===== config.mk =====
export PLATFORM = sky130hd
export DESIGN_NAME = rls_status_top
export DESIGN_NICKNAME = d
export VERILOG_FILES = /design/src/inc/rls_pkg.sv /design/src/design/rls_lane_tracker.sv /design/src/design/rls_status_top.sv
export VERILOG_INCLUDE_DIRS = /design/src /design/src/inc
export SDC_FILE = /design/constraint.sdc
export NUM_CORES = 1
export LEC_CHECK = 0
export ABC_CLOCK_PERIOD_IN_PS = 9100
export BUFFER_PORTS_ARGS = -buffer_cell sky130_fd_sc_hd__buf_2
export CAP_MARGIN = 20
export CORE_AREA = 2 2 278 280
export DETAILED_ROUTE_END_ITERATION = 12
export DIE_AREA = 0 0 280 282
export PLACE_DENSITY = 0.41
export SYNTH_ARGS = -nofsm -noshare
export SYNTH_HDL_FRONTEND = slang
export SYNTH_SLANG_ARGS = --single-unit
export TNS_END_PERCENT = 30

===== constraint.sdc =====
create_clock -name clk -period 9.1 [get_ports clk]
set_clock_uncertainty 0.15 [all_clocks]
set_input_delay 0.91 -clock clk [delete_from_list [all_inputs] [get_ports clk]]
set_output_delay 0.91 -clock clk [all_outputs]
set_load 0.05 [all_outputs]

===== src/inc/rls_consts.svh =====
// Constants for the receive lane and frame status block
`ifndef RLS_CONSTS_SVH
`define RLS_CONSTS_SVH

`define RLS_NUM_LANES 20
`define RLS_IDX_W 5
`define RLS_NUM_SEG 4
`define RLS_FCS_W 32
`define RLS_LEN_W 15
`define RLS_BYTES_W 7

// APB register byte offsets
`define RLS_OFF_CTRL 12'h000
`define RLS_OFF_MAXLEN 12'h004
`define RLS_OFF_SYNC 12'h008
`define RLS_OFF_DEMUX 12'h00C
`define RLS_OFF_LEVEL 12'h010
`define RLS_OFF_INT_STAT 12'h014
`define RLS_OFF_INT_EN 12'h018
`define RLS_OFF_INT_CLR 12'h01C

// Reset values
`define RLS_MAXLEN_RST 15'h2580
`define RLS_CTRL_RST 1'h0
`define RLS_INT_EN_RST 6'h00

// Field positions
`define RLS_CTRL_TPGEN_BIT 0
`define RLS_LVL_ILF_BIT 0
`define RLS_LVL_RLF_BIT 1
`define RLS_LVL_ALIGNED_BIT 2
`define RLS_INT_W 6
`define RLS_INT_BAD_FCS 0
`define RLS_INT_STOMPED 1
`define RLS_INT_TRUNC 2
`define RLS_INT_ILF 3
`define RLS_INT_RLF 4
`define RLS_INT_BIP 5

// Link fault monitor: fault after 4 sequences, cleared after 128 clean columns
`define RLS_LF_SEQ_LAST 2'h3
`define RLS_LF_COL_LAST 7'h7F

`endif


===== src/inc/rls_pkg.sv =====
// Types shared by the receive lane and frame status block
package rls_pkg;
   typedef logic [4:0] rls_idx_t;
   typedef logic [3:0] rls_cnt_t;
   typedef enum logic [1:0] {RLS_IDLE, RLS_PKT, RLS_DROP} rls_rx_e;
endpackage


===== src/design/rls_lane_tracker.sv =====
// Per PCS lane sync, demultiplex and physical lane index tracking
`timescale 1ns/100ps
`include "rls_consts.svh"
module rls_lane_tracker
   import rls_pkg::*;
(
   input wire logic clk,
   input wire logic resetn,
   input wire logic [`RLS_NUM_LANES-1:0] block_lock,
   input wire logic [`RLS_NUM_LANES-1:0] marker_found,
   input wire logic [`RLS_NUM_LANES-1:0] marker_bad,
   input wire logic [`RLS_NUM_LANES*`RLS_IDX_W-1:0] marker_phys,
   output logic [`RLS_NUM_LANES-1:0] synced_r,
   output logic [`RLS_NUM_LANES-1:0] demuxed_r,
   output logic [`RLS_NUM_LANES*`RLS_IDX_W-1:0] phys_idx_r
);

   logic [`RLS_NUM_LANES-1:0] synced_nxt;
   logic [`RLS_NUM_LANES-1:0] demuxed_nxt;
   logic [`RLS_NUM_LANES-1:0] idx_load;

   // Sync needs both word lock and a seen marker; losing lock drops it
   assign idx_load = block_lock & marker_found;
   assign synced_nxt = block_lock & (synced_r | marker_found);
   // A malformed marker means the lane can no longer be trusted as demuxed
   assign demuxed_nxt = block_lock & ~marker_bad & (demuxed_r | marker_found);

   always_ff @(posedge clk or negedge resetn)
   begin
      if (!resetn)
      begin
         synced_r <= '0;
         demuxed_r <= '0;
         phys_idx_r <= '0;
      end
      else
      begin
         synced_r <= synced_nxt;
         demuxed_r <= demuxed_nxt;
         for (int i = 0; i < `RLS_NUM_LANES; i++)
         begin
            if (idx_load[i])
            begin
               phys_idx_r[i*`RLS_IDX_W +: `RLS_IDX_W] <= marker_phys[i*`RLS_IDX_W +: `RLS_IDX_W];
            end
         end
      end
   end
endmodule


===== src/design/rls_status_top.sv =====
// Receive lane and frame status block with APB registers and interrupt
//
// Local design decisions: the placing of the registers and register access over APB.
`timescale 1ns/100ps
`include "rls_consts.svh"
// Overview of operation
// - Separate 5-bit physical index per PCS lane
// - Index valid only while lane sync bit set
// - Sync set after lock plus marker, level
// - Demuxed flag per lane after marker found
// - Bad FCS count pulse, stomped excluded
// - Stomped FCS is inverted good FCS, counted
// - Truncate over-length packets, pulse indicator
// - Internal local fault: test pattern, misalign, BER
// - Not aligned means fault, data refused
// - Received local fault from fault monitor
// - Per-lane one-cycle BIP8 error pulse
module rls_status_top
   import rls_pkg::*;
(
   input wire logic clk,
   input wire logic resetn,
   input wire logic psel,
   input wire logic penable,
   input wire logic pwrite,
   input wire logic [11:0] paddr,
   input wire logic [31:0] pwdata,
   output logic [31:0] prdata,
   output logic pready,
   output logic pslverr,
   output logic irq,
   input wire logic [`RLS_NUM_LANES-1:0] block_lock,
   input wire logic [`RLS_NUM_LANES-1:0] marker_found,
   input wire logic [`RLS_NUM_LANES-1:0] marker_bad,
   input wire logic [`RLS_NUM_LANES*`RLS_IDX_W-1:0] marker_phys,
   input wire logic all_aligned,
   input wire logic hi_ber,
   input wire logic lf_seq_seen,
   input wire logic clean_column,
   input wire logic [`RLS_NUM_LANES-1:0] bip_err_in,
   input wire logic [`RLS_NUM_SEG-1:0] fcs_end,
   input wire logic [`RLS_NUM_SEG*`RLS_FCS_W-1:0] fcs_rcvd,
   input wire logic [`RLS_NUM_SEG*`RLS_FCS_W-1:0] fcs_calc,
   input wire logic beat_valid,
   input wire logic beat_sop,
   input wire logic beat_eop,
   input wire logic [`RLS_BYTES_W-1:0] beat_bytes,
   output logic pass_valid,
   output logic pass_eop,
   output logic [`RLS_NUM_LANES-1:0] lane_sync_status,
   output logic [`RLS_NUM_LANES-1:0] lane_demultiplexed_flags,
   output rls_idx_t pcs_lane_physical_index_0,
   output rls_idx_t pcs_lane_physical_index_1,
   output rls_idx_t pcs_lane_physical_index_2,
   output rls_idx_t pcs_lane_physical_index_3,
   output rls_idx_t pcs_lane_physical_index_4,
   output rls_idx_t pcs_lane_physical_index_5,
   output rls_idx_t pcs_lane_physical_index_6,
   output rls_idx_t pcs_lane_physical_index_7,
   output rls_idx_t pcs_lane_physical_index_8,
   output rls_idx_t pcs_lane_physical_index_9,
   output rls_idx_t pcs_lane_physical_index_10,
   output rls_idx_t pcs_lane_physical_index_11,
   output rls_idx_t pcs_lane_physical_index_12,
   output rls_idx_t pcs_lane_physical_index_13,
   output rls_idx_t pcs_lane_physical_index_14,
   output rls_idx_t pcs_lane_physical_index_15,
   output rls_idx_t pcs_lane_physical_index_16,
   output rls_idx_t pcs_lane_physical_index_17,
   output rls_idx_t pcs_lane_physical_index_18,
   output rls_idx_t pcs_lane_physical_index_19,
   output rls_cnt_t bad_fcs_count,
   output rls_cnt_t stomped_fcs_count,
   output logic truncated_pulse,
   output logic internal_local_fault,
   output logic received_local_fault,
   output logic [`RLS_NUM_LANES-1:0] bip8_err_pulse
);

   function automatic rls_cnt_t count_ones(input logic [`RLS_NUM_SEG-1:0] v);
      rls_cnt_t n;
      n = '0;
      for (int i = 0; i < `RLS_NUM_SEG; i++)
      begin
         n = n + {3'h0, v[i]};
      end
      return n;
   endfunction

   // Lane tracking
   logic [`RLS_NUM_LANES-1:0] synced_w;
   logic [`RLS_NUM_LANES-1:0] demuxed_w;
   logic [`RLS_NUM_LANES*`RLS_IDX_W-1:0] phys_w;

   rls_lane_tracker u_tracker (
      .clk(clk),
      .resetn(resetn),
      .block_lock(block_lock),
      .marker_found(marker_found),
      .marker_bad(marker_bad),
      .marker_phys(marker_phys),
      .synced_r(synced_w),
      .demuxed_r(demuxed_w),
      .phys_idx_r(phys_w)
   );

   assign lane_sync_status = synced_w;
   assign lane_demultiplexed_flags = demuxed_w;
   assign pcs_lane_physical_index_0 = phys_w[0*`RLS_IDX_W +: `RLS_IDX_W];
   assign pcs_lane_physical_index_1 = phys_w[1*`RLS_IDX_W +: `RLS_IDX_W];
   assign pcs_lane_physical_index_2 = phys_w[2*`RLS_IDX_W +: `RLS_IDX_W];
   assign pcs_lane_physical_index_3 = phys_w[3*`RLS_IDX_W +: `RLS_IDX_W];
   assign pcs_lane_physical_index_4 = phys_w[4*`RLS_IDX_W +: `RLS_IDX_W];
   assign pcs_lane_physical_index_5 = phys_w[5*`RLS_IDX_W +: `RLS_IDX_W];
   assign pcs_lane_physical_index_6 = phys_w[6*`RLS_IDX_W +: `RLS_IDX_W];
   assign pcs_lane_physical_index_7 = phys_w[7*`RLS_IDX_W +: `RLS_IDX_W];
   assign pcs_lane_physical_index_8 = phys_w[8*`RLS_IDX_W +: `RLS_IDX_W];
   assign pcs_lane_physical_index_9 = phys_w[9*`RLS_IDX_W +: `RLS_IDX_W];
   assign pcs_lane_physical_index_10 = phys_w[10*`RLS_IDX_W +: `RLS_IDX_W];
   assign pcs_lane_physical_index_11 = phys_w[11*`RLS_IDX_W +: `RLS_IDX_W];
   assign pcs_lane_physical_index_12 = phys_w[12*`RLS_IDX_W +: `RLS_IDX_W];
   assign pcs_lane_physical_index_13 = phys_w[13*`RLS_IDX_W +: `RLS_IDX_W];
   assign pcs_lane_physical_index_14 = phys_w[14*`RLS_IDX_W +: `RLS_IDX_W];
   assign pcs_lane_physical_index_15 = phys_w[15*`RLS_IDX_W +: `RLS_IDX_W];
   assign pcs_lane_physical_index_16 = phys_w[16*`RLS_IDX_W +: `RLS_IDX_W];
   assign pcs_lane_physical_index_17 = phys_w[17*`RLS_IDX_W +: `RLS_IDX_W];
   assign pcs_lane_physical_index_18 = phys_w[18*`RLS_IDX_W +: `RLS_IDX_W];
   assign pcs_lane_physical_index_19 = phys_w[19*`RLS_IDX_W +: `RLS_IDX_W];

   // Configuration and interrupt registers
   logic tpgen_r;
   logic [`RLS_LEN_W-1:0] maxlen_r;
   logic [`RLS_INT_W-1:0] int_stat_r;
   logic [`RLS_INT_W-1:0] int_en_r;

   // FCS classification per segment
   logic [`RLS_NUM_SEG-1:0] seg_bad;
   logic [`RLS_NUM_SEG-1:0] seg_stomp;

   always_comb
   begin
      for (int s = 0; s < `RLS_NUM_SEG; s++)
      begin
         seg_stomp[s] = fcs_end[s]
            && (fcs_rcvd[s*`RLS_FCS_W +: `RLS_FCS_W] == ~fcs_calc[s*`RLS_FCS_W +: `RLS_FCS_W]);
         seg_bad[s] = fcs_end[s] && !seg_stomp[s]
            && (fcs_rcvd[s*`RLS_FCS_W +: `RLS_FCS_W] != fcs_calc[s*`RLS_FCS_W +: `RLS_FCS_W]);
      end
   end

   // Length check and truncation
   rls_rx_e rx_st_r;
   rls_rx_e rx_st_nxt;
   logic [`RLS_LEN_W:0] len_r;
   logic [`RLS_LEN_W:0] len_base;
   logic [`RLS_LEN_W:0] len_sum;
   logic beat_ok;
   logic beat_take;
   logic too_long;
   logic trunc_now;

   // No data is taken while the lanes are not aligned
   assign beat_ok = beat_valid && all_aligned;
   // A start of frame reopens the path even inside a dropped frame
   assign beat_take = beat_ok && (beat_sop || rx_st_r != RLS_DROP);
   assign len_base = beat_sop ? '0 : len_r;
   assign len_sum = len_base + {{(`RLS_LEN_W + 1 - `RLS_BYTES_W){1'b0}}, beat_bytes};
   assign too_long = len_sum > {1'b0, maxlen_r};
   assign trunc_now = beat_take && too_long;

   always_comb
   begin
      rx_st_nxt = rx_st_r;
      case (rx_st_r)
         RLS_DROP:
         begin
            // Rest of a truncated frame is thrown away up to its end
            if (beat_ok && beat_eop)
            begin
               rx_st_nxt = RLS_IDLE;
            end
         end
         default:
         begin
            rx_st_nxt = rx_st_r;
         end
      endcase
      if (beat_take)
      begin
         rx_st_nxt = beat_eop ? RLS_IDLE : (too_long ? RLS_DROP : RLS_PKT);
      end
   end

   // Link fault monitor on received fault sequences
   logic [1:0] lf_seq_r;
   logic [6:0] lf_col_r;
   logic rlf_r;
   logic ilf_nxt;

   // Test pattern, lost alignment or high BER each force the fault
   assign ilf_nxt = tpgen_r || !all_aligned || hi_ber;

   always_ff @(posedge clk or negedge resetn)
   begin
      if (!resetn)
      begin
         lf_seq_r <= '0;
         lf_col_r <= '0;
         rlf_r <= 1'b0;
      end
      else if (lf_seq_seen)
      begin
         lf_col_r <= '0;
         if (lf_seq_r == `RLS_LF_SEQ_LAST)
         begin
            rlf_r <= 1'b1;
         end
         else
         begin
            lf_seq_r <= lf_seq_r + 2'h1;
         end
      end
      else if (clean_column)
      begin
         lf_col_r <= lf_col_r + 7'h1;
         if (lf_col_r == `RLS_LF_COL_LAST)
         begin
            lf_seq_r <= '0;
            rlf_r <= 1'b0;
         end
      end
   end

   // Interrupt events; set beats a clear in the same cycle
   logic [`RLS_INT_W-1:0] int_ev;
   logic [`RLS_INT_W-1:0] int_clr;

   assign int_ev[`RLS_INT_BAD_FCS] = |seg_bad;
   assign int_ev[`RLS_INT_STOMPED] = |seg_stomp;
   assign int_ev[`RLS_INT_TRUNC] = trunc_now;
   assign int_ev[`RLS_INT_ILF] = ilf_nxt && !internal_local_fault;
   assign int_ev[`RLS_INT_RLF] = rlf_r && !received_local_fault;
   assign int_ev[`RLS_INT_BIP] = |bip_err_in;

   // APB decode
   logic setup_ph;
   logic wr_en;
   logic hit_ctrl;
   logic hit_maxlen;
   logic hit_sync;
   logic hit_demux;
   logic hit_level;
   logic hit_stat;
   logic hit_en;
   logic hit_clr;
   logic hit_any;
   logic [31:0] rd_mux;

   assign setup_ph = psel && !penable;
   assign wr_en = psel && penable && pready && pwrite;
   assign hit_ctrl = paddr == `RLS_OFF_CTRL;
   assign hit_maxlen = paddr == `RLS_OFF_MAXLEN;
   assign hit_sync = paddr == `RLS_OFF_SYNC;
   assign hit_demux = paddr == `RLS_OFF_DEMUX;
   assign hit_level = paddr == `RLS_OFF_LEVEL;
   assign hit_stat = paddr == `RLS_OFF_INT_STAT;
   assign hit_en = paddr == `RLS_OFF_INT_EN;
   assign hit_clr = paddr == `RLS_OFF_INT_CLR;
   assign hit_any = hit_ctrl || hit_maxlen || hit_sync || hit_demux || hit_level || hit_stat || hit_en || hit_clr;
   assign int_clr = (wr_en && hit_clr) ? pwdata[`RLS_INT_W-1:0] : '0;
   assign rd_mux = hit_ctrl ? {31'h0, tpgen_r}
      : hit_maxlen ? {17'h0_0000, maxlen_r}
      : hit_sync ? {12'h000, synced_w}
      : hit_demux ? {12'h000, demuxed_w}
      : hit_level ? {29'h0000_0000, all_aligned, received_local_fault, internal_local_fault}
      : hit_stat ? {26'h000_0000, int_stat_r}
      : hit_en ? {26'h000_0000, int_en_r}
      : 32'h0000_0000;

   always_ff @(posedge clk or negedge resetn)
   begin
      if (!resetn)
      begin
         prdata <= '0;
         pready <= 1'b0;
         pslverr <= 1'b0;
         tpgen_r <= `RLS_CTRL_RST;
         maxlen_r <= `RLS_MAXLEN_RST;
         int_en_r <= `RLS_INT_EN_RST;
      end
      else
      begin
         pready <= setup_ph;
         pslverr <= setup_ph && !hit_any;
         prdata <= (setup_ph && !pwrite) ? rd_mux : '0;
         if (wr_en && hit_ctrl)
         begin
            tpgen_r <= pwdata[`RLS_CTRL_TPGEN_BIT];
         end
         if (wr_en && hit_maxlen)
         begin
            maxlen_r <= pwdata[`RLS_LEN_W-1:0];
         end
         if (wr_en && hit_en)
         begin
            int_en_r <= pwdata[`RLS_INT_W-1:0];
         end
      end
   end

   // Status outputs, all from flops and zero in reset
   always_ff @(posedge clk or negedge resetn)
   begin
      if (!resetn)
      begin
         bad_fcs_count <= '0;
         stomped_fcs_count <= '0;
         truncated_pulse <= 1'b0;
         internal_local_fault <= 1'b0;
         received_local_fault <= 1'b0;
         bip8_err_pulse <= '0;
         rx_st_r <= RLS_IDLE;
         len_r <= '0;
         pass_valid <= 1'b0;
         pass_eop <= 1'b0;
         int_stat_r <= '0;
         irq <= 1'b0;
      end
      else
      begin
         bad_fcs_count <= count_ones(seg_bad);
         stomped_fcs_count <= count_ones(seg_stomp);
         truncated_pulse <= trunc_now;
         internal_local_fault <= ilf_nxt;
         received_local_fault <= rlf_r;
         bip8_err_pulse <= bip_err_in;
         rx_st_r <= rx_st_nxt;
         len_r <= beat_ok ? len_sum : len_r;
         pass_valid <= beat_take;
         // Truncated beat carries a forced end so downstream closes the frame
         pass_eop <= beat_take && (beat_eop || too_long);
         int_stat_r <= (int_stat_r & ~int_clr) | int_ev;
         irq <= |(((int_stat_r & ~int_clr) | int_ev) & int_en_r);
      end
   end
endmodule


# [After elaboration in Yosys (flattened, before gate mapping)]
# Cells that the tools add are included.
[word_totals] ff_bits=252 input_bits=503 out_inout_bits=208
[classes] addsub=9 magnitude_cmp=1 eq_ne=21 mux=25 bitwise_logic=15 reduce_logical=62
[op_table] operator="== test 32 bit" n=4
[op_table] operator="inequality test 32 bit" n=4
[op_table] operator="inverter 32 bit" n=4
[op_table] operator="two-way mux 20 bit" n=5
[op_table] operator="AND 20 bit" n=4
[op_table] operator="== test 12 x 5 -> 1 bit (second input constant)" n=4
[op_table] operator="OR 20 bit" n=2
[op_table] operator="logical AND 1 bit" n=29
[op_table] operator="== test 12 x 4 -> 1 bit (second input constant)" n=2
[op_table] operator="two-way mux 6 bit" n=4
[op_table] operator="inverter 20 bit" n=1
[op_table] operator="OR reduction 20 bit" n=1
[op_table] operator="two-way mux 2 bit" n=9
[op_table] operator="adder 16 x 7 -> 16 bit" n=1
[op_table] operator="> comparator 16 x 15 -> 1 bit" n=1
[op_table] operator="two-way mux 16 bit" n=1
[op_table] operator="two-way mux 7 bit" n=2
[op_table] operator="AND 6 bit" n=2
[op_table] operator="== test 12 x 3 -> 1 bit (second input constant)" n=1
[op_table] operator="zero test 12 bit" n=1
[op_table] operator="logical OR 1 bit" n=11
[op_table] operator="zero test 1 bit" n=10
[op_table] operator="adder 3 x 1 -> 4 bit" n=2
[op_table] operator="nonzero test 2 bit" n=4
[op_table] operator="15 further kinds" n=24

# [Depth between registers and ports, before layout]
# Gate-level depths: netlist of run 1.
[logic_depth] depth_word=10 mapped_depth=19 ltp_nobuf=18

# [Cells and area by module]
# From an unflattened synthesis of run 1, not the netlist that was laid out.
[unflattened] cells_unflattened=1104 area_unflattened_um2=12534.5
[modules_own_cells] mod="rls_status_top" n_inst=1 cells_per_inst=784 area_each_um2=7404.6 seq_area_each_um2=2757.6
[modules_own_cells] mod="rls_lane_tracker" n_inst=1 cells_per_inst=320 area_each_um2=5129.9 seq_area_each_um2=3503.4

# [Least setup slack after synthesis of run 1]
# OpenSTA, ideal clock, no wires.
[synth_timing] path_type="input -> register" from="in beat_sop" to="reg irq" setup_time_ps=126 arrival_time_ps=4622 required_ps=8824 setup_slack_ps=4202 cell_stages=19 n_path_buf=1 path_cell_list="clkbuf_1 > nor2b_1 > ha_1 > fa_1 > a21o_1 > a21oi_1 > o21bai_1 > a21o_1 > a21oi_1 > nor2_1 > mux2i_1 > ha_1 > nand4_1 > nor4_1 > a21oi_1 > o31a_1 > o21a_1 > a21o_1 > a221o_1"
[synth_via] elab_chain_cells=7 elab_cells_between_ends=9
[synth_rtl] item="start, declared" line="rls_status_top.sv:45" rtl="input wire logic beat_sop,"
[synth_rtl] item="two-way mux 16 bit" line="rls_status_top.sv:166" rtl="assign len_base = beat_sop ? '0 : len_r;"
[synth_rtl] item="adder 16 x 7 -> 16 bit" line="rls_status_top.sv:167" rtl="assign len_sum = len_base + {{(`RLS_LEN_W + 1 - `RLS_BYTES_W){1'b0}}, beat_bytes};"
[synth_rtl] item="named net len_sum[10]" line="rls_status_top.sv:156" rtl="logic [`RLS_LEN_W:0] len_sum;"
[synth_rtl] item="> comparator 16 x 15 -> 1 bit" line="rls_status_top.sv:168" rtl="assign too_long = len_sum > {1'b0, maxlen_r};"
[synth_rtl] item="logical AND 1 bit" line="rls_status_top.sv:169" rtl="assign trunc_now = beat_take && too_long;"
[synth_rtl] item="named net trunc_now" line="rls_status_top.sv:160" rtl="logic trunc_now;"
[synth_rtl] item="OR 6 bit" line="rls_status_top.sv:343" rtl="irq <= |(((int_stat_r & ~int_clr) | int_ev) & int_en_r);"
[synth_rtl] item="AND 6 bit" line="rls_status_top.sv:343"
[synth_rtl] item="OR reduction 6 bit" line="rls_status_top.sv:343"
[synth_rtl] item="end signal, assigned" line="rls_status_top.sv:343"
[synth_rtl] item="end, declared" line="rls_status_top.sv:31" rtl="output logic irq,"
# The timed path passes the listed nets, and every way through them passes these cells.
# A chain may end at the register's enable or synchronous reset.

# [Worst setup path after layout of run 1]
# Same ends and word-level chain as after synthesis.

==> run summary, run 1 <==
status -> finished clean
clock latency on the worst-skew pair -> 0.54 ns
hold buffers post-CTS -> 0
commonest non-fill, non-tap cell in the layout -> buf_2
critical path launch point type -> primary input
Post-synth ARST share -> 1.00
initial drt markers -> 414
CP delay by family, top -> compound AO/OA/AOI/OAI gates
antenna viol nets, final -> 0
cell count after synthesis -> 1,102
Reg clk slew, reported paths -> 0.06 ns
layout overhead on the synthesized area -> 46.2%
most frequent cells in the layout -> buf_2 (678), dfrtp_1 (246), mux2_2 (116)
Pwr Density -> 201 mW/mm^2
WL/cell -> 19.7 um
hpwl dp -> 46.9 mm
worst vdd ir -> 0.0900 mV
RSZ-0062 raised after global routing -> no
total track usage -> 0.134
yosys warns -> 0
share of cells above drive strength 1 -> 0.474
CTS buffer count -> 34
worst slew pin tran -> 0.919 ns
grt ovf -> 0
Final Routed Wirelength -> 55.4 mm
Post-synth EDFFs -> 0
nature of the critical path endpoint -> flip-flop
Hold Violations, Final -> 0
clk buf depth -> 3
Rel. slew slack -> 0.387
clk sinks -> 250
Setup crit start -> beat_sop
critical-path cell list -> buf_2 > nor2b_1 > ha_1 > fa_1 > a21o_1 > a21oi_1 > o21bai_1 > a21o_1 > a21oi_1 > nor2_1 > mux2i_1 > ha_1 > nand4_1 > nor4_1 > a21oi_1 > o31a_1 > o21a_1 > a21o_1 > a221o_1
sequential area share after synthesis -> 0.506
setup slack, reg-to-reg -> 4.36 ns
Setup crit end -> irq
Netlist cell types -> 60
first-pass GRT wire length -> 77.6 mm
worst path arrival time -> 5.39 ns
antenna violations before repair -> 26
routed length on met3 -> 3.62 mm
total power -> 3.63 mW
Vias -> 11,300
CP Max Fanout -> 26
Buf/Inv on CP -> 1
synthesis-stage register bit count -> 250
critical path class -> in -> reg
Initial Util -> 0.164
DRC Markers -> 0
metal1 wirelength -> 20.2 mm
Hold Crit Class -> in -> async
Setup Fix Bufs, Post-CTS -> 0
WP data required -> 9.36 ns
largest net degree at the start of global routing -> 155
Worst path slowest cell -> a21oi_1
PostCTS Resize Cnt -> 0
vias in the first global route -> 12,000
CP Depth -> 19
max-cap violations -> 0
setup tns final -> 0 ns
DR top layer -> met5
Die Area -> 0.0790 mm^2
vias per cell -> 4.03
final setup fails -> 0
nets -> 2,339
Die X-Extent -> 280 um
count of final max-slew check failures -> 0
Finished Core Util -> 0.239
FMAX -> 195 MHz
leak pwr -> 8.77 nW
Core Region -> 0.0757 mm^2
router iterations before antenna repair -> 6
I/O pins -> 711
Final Wtd Congestion -> 0.931
Tcrit/Tclk final -> 0.564
Post-Syn Area -> 0.0124 mm^2
Fillers -> 8,261
worst r2r path cells -> 18
root buffer cell -> clkbuf_16
Die Height -> 282 um
H-tree levels -> 2
row cnt -> 101
r2r endpoint -> irq
Synth Area per Inst -> 11.2 um^2
I/O Buffers -> 679
main flop type after synthesis -> dfrtp_1
min cycle time layout -> 5.13 ns
met2 wire length -> 29.7 mm
CTS tree -> yes
Critical Path Max Stage Delay -> 0.52 ns
R2R Path Start -> len_r[0]
## Yosys cell counts, drive strengths merged (4+ instances only)
cell type  instances  share of area
a21o              11         0.0067
a21oi             23         0.0093
a22oi             13         0.0079
buf               19          0.011
clkbuf            14         0.0042
dfrtp            246           0.50
dfstp              4         0.0085
ha                30          0.030
inv               32         0.0097
mux2             116           0.11
mux2i             12         0.0097
nand2             87          0.026
nand2b             4         0.0020
nand3             21         0.0085
nand4             44          0.022
nor2              70          0.021
nor2b             17         0.0086
nor3               7         0.0028
nor3b             20          0.012
nor4              43          0.023
o211ai             5         0.0030
o21a              23          0.014
o21ai             39          0.016
o22ai              5         0.0025
o31ai              8         0.0048
or4                5         0.0033
xnor2             44          0.031
xor2             100          0.071
## area by class of cell
| class | count | area, um^2 | area share |
|---|---|---|---|
| Clock buffer | 50 | 1020 | 0.0565 |
| Multi-Input combinational cell | 800 | 5870 | 0.324 |
| Inverter | 32 | 120 | 0.00663 |
| Tap cell | 978 | 1220 | 0.0676 |
| Antenna cell | 6 | 15.0 | 0.000829 |
| Sequential cell | 250 | 6260 | 0.346 |
| Timing Repair Buffer | 685 | 3470 | 0.191 |
| Clock inverter | 11 | 123 | 0.00677 |
## layer usage
layer / up-vias / global-route usage
met5: - / 0
met4: 8 / 0.0470
met3: 90 / 0.0317
met2: 487 / 0.257
met1: 5447 / 0.141
li1: 5313 / -
## stage by stage
stage                     hold WS (ns)  setup WS [ns]  std cells  area [um^2]
after floorplan                  0.245           4.20       1115        12400
after global placement           0.310           3.39       2745        16900
after global routing             0.280           3.59       2811        18100
after CTS                        0.245           3.91       2806        18100
final                            0.209           3.97       2812        18100
after detailed placement         0.319           3.37       2745        16900
## registers in the layout (all words and copies together) (netlist names), 2 cells and up
register              cells
u_tracker.phys_idx_r    100
u_tracker.demuxed_r      20
prdata                   20
bip8_err_pulse           20
int_stat_r                6
len_r                    16
stomped_fcs_count         3
u_tracker.synced_r       20
rx_st_r                   2
bad_fcs_count             3
lf_col_r                  7
int_en_r                  6
maxlen_r                 15
lf_seq_r                  2
## cell families after synthesis
logic type	after synthesis	share of synthesized area
and+or+nand+nor	330	0.137
DFF	250	0.506
AOI/OAI and AO/OA	151	0.0805
xor gates and xnor gates	144	0.102
muxes	128	0.115
buffers and inverters	65	0.0248
adders and majority gates	33	0.0352
other	1	0.000303
## worst min-delay path by stage
| stage | startpoint | end | depth (start not counted) |
|---|---|---|---|
| 2_1_floorplan | rlf_r | received_local_fault | 0 |
| 3_3_place_gp | len_r[0] | len_r[0] | 2 |
| 3_5_place_dp | rx_st_r[0] | rx_st_r[0] | 2 |
| 4_1_cts | resetn | u_tracker.phys_idx_r[56] | 1 |
| 5_1_grt | resetn | u_tracker.phys_idx_r[57] | 1 |
| 6_report | resetn | u_tracker.phys_idx_r[56] | 1 |
## where the power goes
group	internal, mW	switching (mW)
Sequential	1.23	0.0715
Clock	0.838	0.537
Combinational	0.319	0.639
(Power assumes the default switching activity.)
==> run 2: changes to the inputs <==
--- a/config.mk
+++ b/config.mk
@@ -6,13 +6,14 @@
 export SDC_FILE = /design/constraint.sdc
 export NUM_CORES = 1
 export LEC_CHECK = 0
-export ABC_CLOCK_PERIOD_IN_PS = 9100
+export ABC_AREA = 1
+export ABC_CLOCK_PERIOD_IN_PS = 4400
 export BUFFER_PORTS_ARGS = -buffer_cell sky130_fd_sc_hd__buf_2
 export CAP_MARGIN = 20
-export CORE_AREA = 2 2 278 280
+export CORE_AREA = 2 2 277 279
 export DETAILED_ROUTE_END_ITERATION = 12
-export DIE_AREA = 0 0 280 282
-export PLACE_DENSITY = 0.41
+export DIE_AREA = 0 0 279 281
+export PLACE_DENSITY = 0.45
 export SYNTH_ARGS = -nofsm -noshare
 export SYNTH_HDL_FRONTEND = slang
 export SYNTH_SLANG_ARGS = --single-unit
==> constraint.sdc (replaced) <==
create_clock -name clk -period 4.4 [get_ports clk]
set_clock_uncertainty 0.15 [all_clocks]
set_input_delay 0.44 -clock clk [delete_from_list [all_inputs] [get_ports clk]]
set_output_delay 0.44 -clock clk [all_outputs]
set_load 0.05 [all_outputs]
==> run 2 against run 1 <==
Hold slack worse by 0.17 ns; routed wire length is 3.5% higher; non-clock buffer count is 180 higher; register-to-register slack worse by 3.3 ns; cell area is 18% higher; critical endpoint unchanged; synthesized cell count is 49% higher; sequential cell count stayed put; critical path type is now reg -> reg; critical path depth is 8 higher.
==> run summary, run 2 <==
nature of the critical path endpoint -> flip-flop
clock latency on the worst-skew pair -> 0.54 ns
main flop type after synthesis -> dfrtp_1
Rel. slew slack -> 0.360
Post-synth EDFFs -> 0
Core Region -> 0.0754 mm^2
H-tree levels -> 2
Synth Area per Inst -> 8.42 um^2
clk sinks -> 250
Initial Util -> 0.184
top cells by area, synth -> dfrtp_1 (44%), nand2_1 (12%), mux2_2 (8.1%)
antenna violations before repair -> 7
Final Routed Wirelength -> 57.4 mm
worst path arrival time -> 3.65 ns
status -> finished clean
setup tns final -> 0 ns
most frequent cells in the layout -> buf_2 (678), nand2_1 (425), dfrtp_1 (246)
max-cap violations -> 0
setup slack, reg-to-reg -> 1.08 ns
multi-input logic area -> 0.00656 mm^2
clk buf depth -> 3
Hold Violations, Final -> 0
Post-synth ARST share -> 1.00
# placed instances -> 3,296
total track usage -> 0.140
CP Max Fanout -> 4
Largest register FFs -> 100
first-pass GRT wire length -> 82.6 mm
RSZ-0062 raised after global routing -> no
Vias -> 13,700
Die Area -> 0.0784 mm^2
Reg clk slew, reported paths -> 0.06 ns
Setup crit start -> len_r[0]
root buffer cell -> clkbuf_16
CTS buffer count -> 34
share of cells above drive strength 1 -> 0.341
initial drt markers -> 459
cell count after synthesis -> 1,646
share of the synthesized area in the top cell type -> 0.444
min cycle time layout -> 3.32 ns
worst slew pin tran -> 0.957 ns
Register Area -> 0.00626 mm^2
hold_ws -> 0.0403 ns
Synth area leader -> dfrtp_1
hpwl dp -> 47.0 mm
critical path launch point type -> flip-flop
Netlist cell types -> 50
top cells by count, synth -> nand2_1 (425), dfrtp_1 (246), inv_1 (234), nor2_1 (167), mux2_2 (100)
nets -> 3,067
antenna viol nets, final -> 0
vias per cell -> 3.88
FMAX -> 301 MHz
leak pwr -> 11.1 nW
Tcrit/Tclk final -> 0.755
largest net degree at the start of global routing -> 111
Finished Core Util -> 0.282
Pwr Density -> 346 mW/mm^2
CTS tree -> yes
Post-Syn Area -> 0.0139 mm^2
Setup crit end -> irq
Hold Crit Class -> in -> reg
sequential area share after synthesis -> 0.452
critical path class -> reg -> reg
worst r2r path cells -> 27
grt ovf -> 0
Fillers -> 8,152
commonest non-fill, non-tap cell in the layout -> buf_2
layout overhead on the synthesized area -> 53.5%
r2r endpoint -> irq
I/O Buffers -> 679
Finished Layout Cells -> 3,534
most common cell in the synthesized netlist -> nand2_1
Die X-Extent -> 279 um
worst vdd ir -> 0.225 mV
Most flops, register -> u_tracker.phys_idx_r
Die Height -> 281 um
I/O pins -> 711
router iterations before antenna repair -> 4
final setup fails -> 0
yosys warns -> 0
count of final max-slew check failures -> 0
Final Wtd Congestion -> 0.825
vias in the first global route -> 13,900
synthesis-stage register bit count -> 250
WL/cell -> 16.2 um
row cnt -> 101
DRC Markers -> 0
WP data required -> 4.73 ns
R2R Path Start -> len_r[0]
## run 2: changes by cell type in the layout (fill, tap and decap cells not counted), moves of 22 or more
| cell | previous run | this run |
|---|---|---|
| xnor2_1 | 44 | 72 |
| nor2_1 | 70 | 167 |
| nand2_1 | 87 | 425 |
| inv_1 | 32 | 234 |
| xor2_1 | 100 | 51 |
| dlygate4sd3_1 | 0 | 177 |
| o21ai_0 | 38 | 65 |
| o21a_1 | 23 | 0 |
| nor4_1 | 42 | 20 |
## run 2: final cells by class
class / instances / area share
clock buffers: 47 / 0.0447
multi-input cells: 1142 / 0.309
well taps: 978 / 0.0575
inverters: 238 / 0.0420
diodes: 4 / 0.000471
clock inverters: 10 / 0.00465
flip-flops and latches: 250 / 0.294
repair buffers: 865 / 0.248
## run 2: stage by stage
| stage | total power, mW | cell area, um^2 | worst slack, ns |
|---|---|---|---|
| final | 7.37 | 21300 | 1.08 |
| after global routing | 7.77 | 21300 | 0.730 |
| after global placement | 4.62 | 18400 | 0.634 |
| after floorplan | 3.91 | 13900 | 1.07 |
| after CTS | 7.52 | 21300 | 1.02 |
| after detailed placement | 4.63 | 18400 | 0.649 |
## run 2: cells by family (layout without fill, tap and decap cells)
group	count (synthesis)	after routing	synth area share
AO/OA/AOI/OAI	151	151	0.0630
XOR/XNOR	123	123	0.0777
adder cells (fa/ha/maj)	33	33	0.0314
buffers and inverters	267	1160	0.0779
flip-flops	250	250	0.452
multiplexers	100	100	0.0813
other	1	18	0.000271
AND/OR/NAND/NOR	721	721	0.216
## run 2: critical path, stage by stage (launching register included)
cell     delay (ns)
dfrtp_1        0.37
inv_1          0.05
nor2_1         0.04
ha_1           0.23
fa_1           0.47
a21oi_2        0.26
o21ai_2        0.11
nand2_1        0.07
o21ai_0        0.07
nand2_1        0.08
inv_1          0.05
ha_1           0.26
nand2_1        0.06
inv_1          0.05
nand2_1        0.06
nor2_1         0.14
nand2_1        0.07
nand3_1        0.06
nand2_1        0.05
nand2_1        0.05
nand2_1        0.04
nand2_1        0.05
nand2_1        0.07
nand2_2        0.10
nand2_2        0.08
nand2_2        0.08
nand2_1        0.05
nand2_1        0.05
## run 2: power breakdown
group	switching [mW]	internal, mW
registers	0.115	2.51
logic	1.36	0.709
clock network	1.10	1.57
## run 2: how the worst min path moves through the flow
stage	to	slack, ns	startpoint	cells past startpoint
after floorplan	bad_fcs_count[0]	-0.006	resetn	0
after global placement	received_local_fault	0.21	rlf_r	0
after detailed placement	received_local_fault	0.21	rlf_r	0
after CTS	u_tracker.synced_r[2]	0.002	block_lock[2]	3
after global routing	u_tracker.phys_idx_r[40]	0.01	marker_phys[40]	2
final	u_tracker.synced_r[2]	0.04	block_lock[2]	3
## run 2: metal layers
layer / global-route usage / share of wire / up-vias
met5: 0 / 0.00077 / -
met4: 0.0481 / 0.032 / 6
met3: 0.0330 / 0.060 / 81
met2: 0.248 / 0.49 / 457
met1: 0.166 / 0.42 / 6202
li1: - / - / 6980
## run 2: what timing repair did
| item | 4_1_cts | 5_1_grt |
|---|---|---|
| hold endpoints to repair | 260 | 0 |
| setup buffers | 0 | 0 |
| hold buffers | 177 | 0 |
| resized for setup | 0 | 0 |
==> run 3: changes to the inputs <==
--- a/config.mk
+++ b/config.mk
@@ -7,13 +7,13 @@
 export NUM_CORES = 1
 export LEC_CHECK = 0
 export ABC_AREA = 1
-export ABC_CLOCK_PERIOD_IN_PS = 4400
+export ABC_CLOCK_PERIOD_IN_PS = 3300
 export BUFFER_PORTS_ARGS = -buffer_cell sky130_fd_sc_hd__buf_2
 export CAP_MARGIN = 20
 export CORE_AREA = 2 2 277 279
 export DETAILED_ROUTE_END_ITERATION = 12
 export DIE_AREA = 0 0 279 281
-export PLACE_DENSITY = 0.45
+export PLACE_DENSITY = 0.43
 export SYNTH_ARGS = -nofsm -noshare
 export SYNTH_HDL_FRONTEND = slang
 export SYNTH_SLANG_ARGS = --single-unit
==> constraint.sdc (replaced) <==
create_clock -name clk -period 3.3 [get_ports clk]
set_clock_uncertainty 0.15 [all_clocks]
set_input_delay 0.33 -clock clk [delete_from_list [all_inputs] [get_ports clk]]
set_output_delay 0.33 -clock clk [all_outputs]
set_load 0.05 [all_outputs]
==> run 3 against run 2 <==
Critical path type unchanged; cell area rose by 2.7%; global-route usage shrank 0.098 points; clock power is 40% higher.
==> run summary, run 3 (synthesis gave the netlist of run 2 again) <==
Comb power frac -> 0.281
status -> finished clean
max-cap violations -> 0
Rel. slew slack -> 0.539
Die Height -> 281 um
Finished Core Util -> 0.289
setup tns final -> 0 ns
antenna viol nets, final -> 0
Final Wtd Congestion -> 0.832
root buffer cell -> clkbuf_16
largest net degree at the start of global routing -> 80
I/O pins -> 711
DRC Markers -> 0
worst path arrival time -> 3.51 ns
nature of the critical path endpoint -> flip-flop
sw frac -> 0.346
share of cells above drive strength 1 -> 0.347
CTS buffer count -> 34
H-tree levels -> 2
Net Switching -> 3.49 mW
final setup fails -> 0
Pint -> 6.59 mW
leak pwr -> 11.4 nW
clock latency on the worst-skew pair -> 0.54 ns
WL/cell -> 15.7 um
min cycle time layout -> 3.19 ns
FMAX -> 313 MHz
worst slew pin tran -> 0.691 ns
Core Region -> 0.0754 mm^2
vias per cell -> 3.86
critical path launch point type -> flip-flop
router iterations before antenna repair -> 4
clk sinks -> 250
grt ovf -> 0
Worst path slowest cell -> dfrtp_1
Pwr Density -> 461 mW/mm^2
Initial Util -> 0.184
layout overhead on the synthesized area -> 57.6%
total track usage -> 0.139
initial drt markers -> 529
count of final max-slew check failures -> 0
CTS tree -> yes
nets -> 3,116
Reg clk slew, reported paths -> 0.06 ns
Tcrit/Tclk final -> 0.967
Largest register FFs -> 100
CP Max Fanout -> 4
commonest non-fill, non-tap cell in the layout -> buf_2
most frequent cells in the layout -> buf_2 (678), nand2_1 (423), dfrtp_1 (246)
critical path class -> reg -> reg
Critical Path Max Stage Delay -> 0.36 ns
WP data required -> 3.62 ns
hold_ws -> 0.0447 ns
clk buf depth -> 3
Clk pwr share -> 0.372
Die X-Extent -> 279 um
worst vdd ir -> 0.304 mV
vias in the first global route -> 14,300
Vias -> 13,900
Flop pwr share -> 0.347
Finished Layout Cells -> 3,588
RSZ-0062 raised after global routing -> yes
Most flops, register -> u_tracker.phys_idx_r
Final Routed Wirelength -> 56.3 mm
Hold Crit Class -> in -> reg
row cnt -> 101
Crit path top cell by count -> nand2_1
Die Area -> 0.0784 mm^2
hpwl dp -> 45.9 mm
I/O Buffers -> 679
antenna violations before repair -> 8
# placed instances -> 3,313
first-pass GRT wire length -> 83.4 mm
Hold Violations, Final -> 0
-- run 3: per-stage QoR --
step / total power, mW / setup WS (ns) / instance area, um^2
after CTS: 10.3 / 0.0584 / 21800
after detailed placement: 6.19 / -0.113 / 18600
after floorplan: 5.21 / 0.0789 / 13900
final: 10.1 / 0.108 / 21800
after global placement: 6.19 / -0.131 / 18600
after global routing: 10.6 / -0.195 / 21800
-- run 3: worst max-delay path: cells and delay by family (launching register included) --
family,cells,cell delay (ns)
AOI/OAI and AO/OA,4,0.57
and+or+nand+nor,18,1.28
buffers and inverters,3,0.17
adders and majority gates,2,0.59
DFF,1,0.36
-- run 3: final cells by class --
| type | count | area, um^2 |
|---|---|---|
| clock buffers | 49 | 968 |
| clock inverters | 13 | 154 |
| flip-flops and latches | 250 | 6260 |
| multi-input cells | 1142 | 6610 |
| diodes | 4 | 10.0 |
| repair buffers | 914 | 5720 |
| fillers | 8127 | 53600 |
| well taps | 978 | 1220 |
| inverters | 238 | 893 |
-- run 3: worst paths after layout --
| path | start | end | slack (ns) | depth (start not counted) |
|---|---|---|---|---|
| worst max-delay path | len_r[3] | irq | 0.11 | 27 |
| worst min-delay path | marker_found[17] | u_tracker.synced_r[17] | 0.04 | 3 |
| worst max register to register | len_r[3] | irq | 0.11 | 27 |
| worst min register to register | rlf_r | received_local_fault | 0.22 | 0 |
| max in group asynchronous | resetn | maxlen_r[13] | 1.90 | 3 |
| min in group asynchronous | resetn | u_tracker.phys_idx_r[51] | 0.18 | 2 |
-- run 3: repair_timing --
action / in CTS / in global routing
setup buffers: 0 / 4
gates resized for setup: 0 / 12
hold buffers: 205 / 0
setup endpoints to repair: 0 / 6
hold endpoints to repair: 259 / 0
-- run 3: power groups by stage --
stage	clock network, mW	registers (mW)	logic [mW]
after floorplan	0	4.38	0.834
after global placement	0	3.55	2.64
after detailed placement	0	3.55	2.64
after CTS	3.93	3.50	2.84
after global routing	4.04	3.54	3.07
final	3.75	3.50	2.83
-- run 3: per-layer routing --
metal / track usage / part of all wire
met5: 0 / 0.00060
met1: 0.164 / 0.41
met2: 0.250 / 0.50
met4: 0.0393 / 0.024
met3: 0.0347 / 0.063
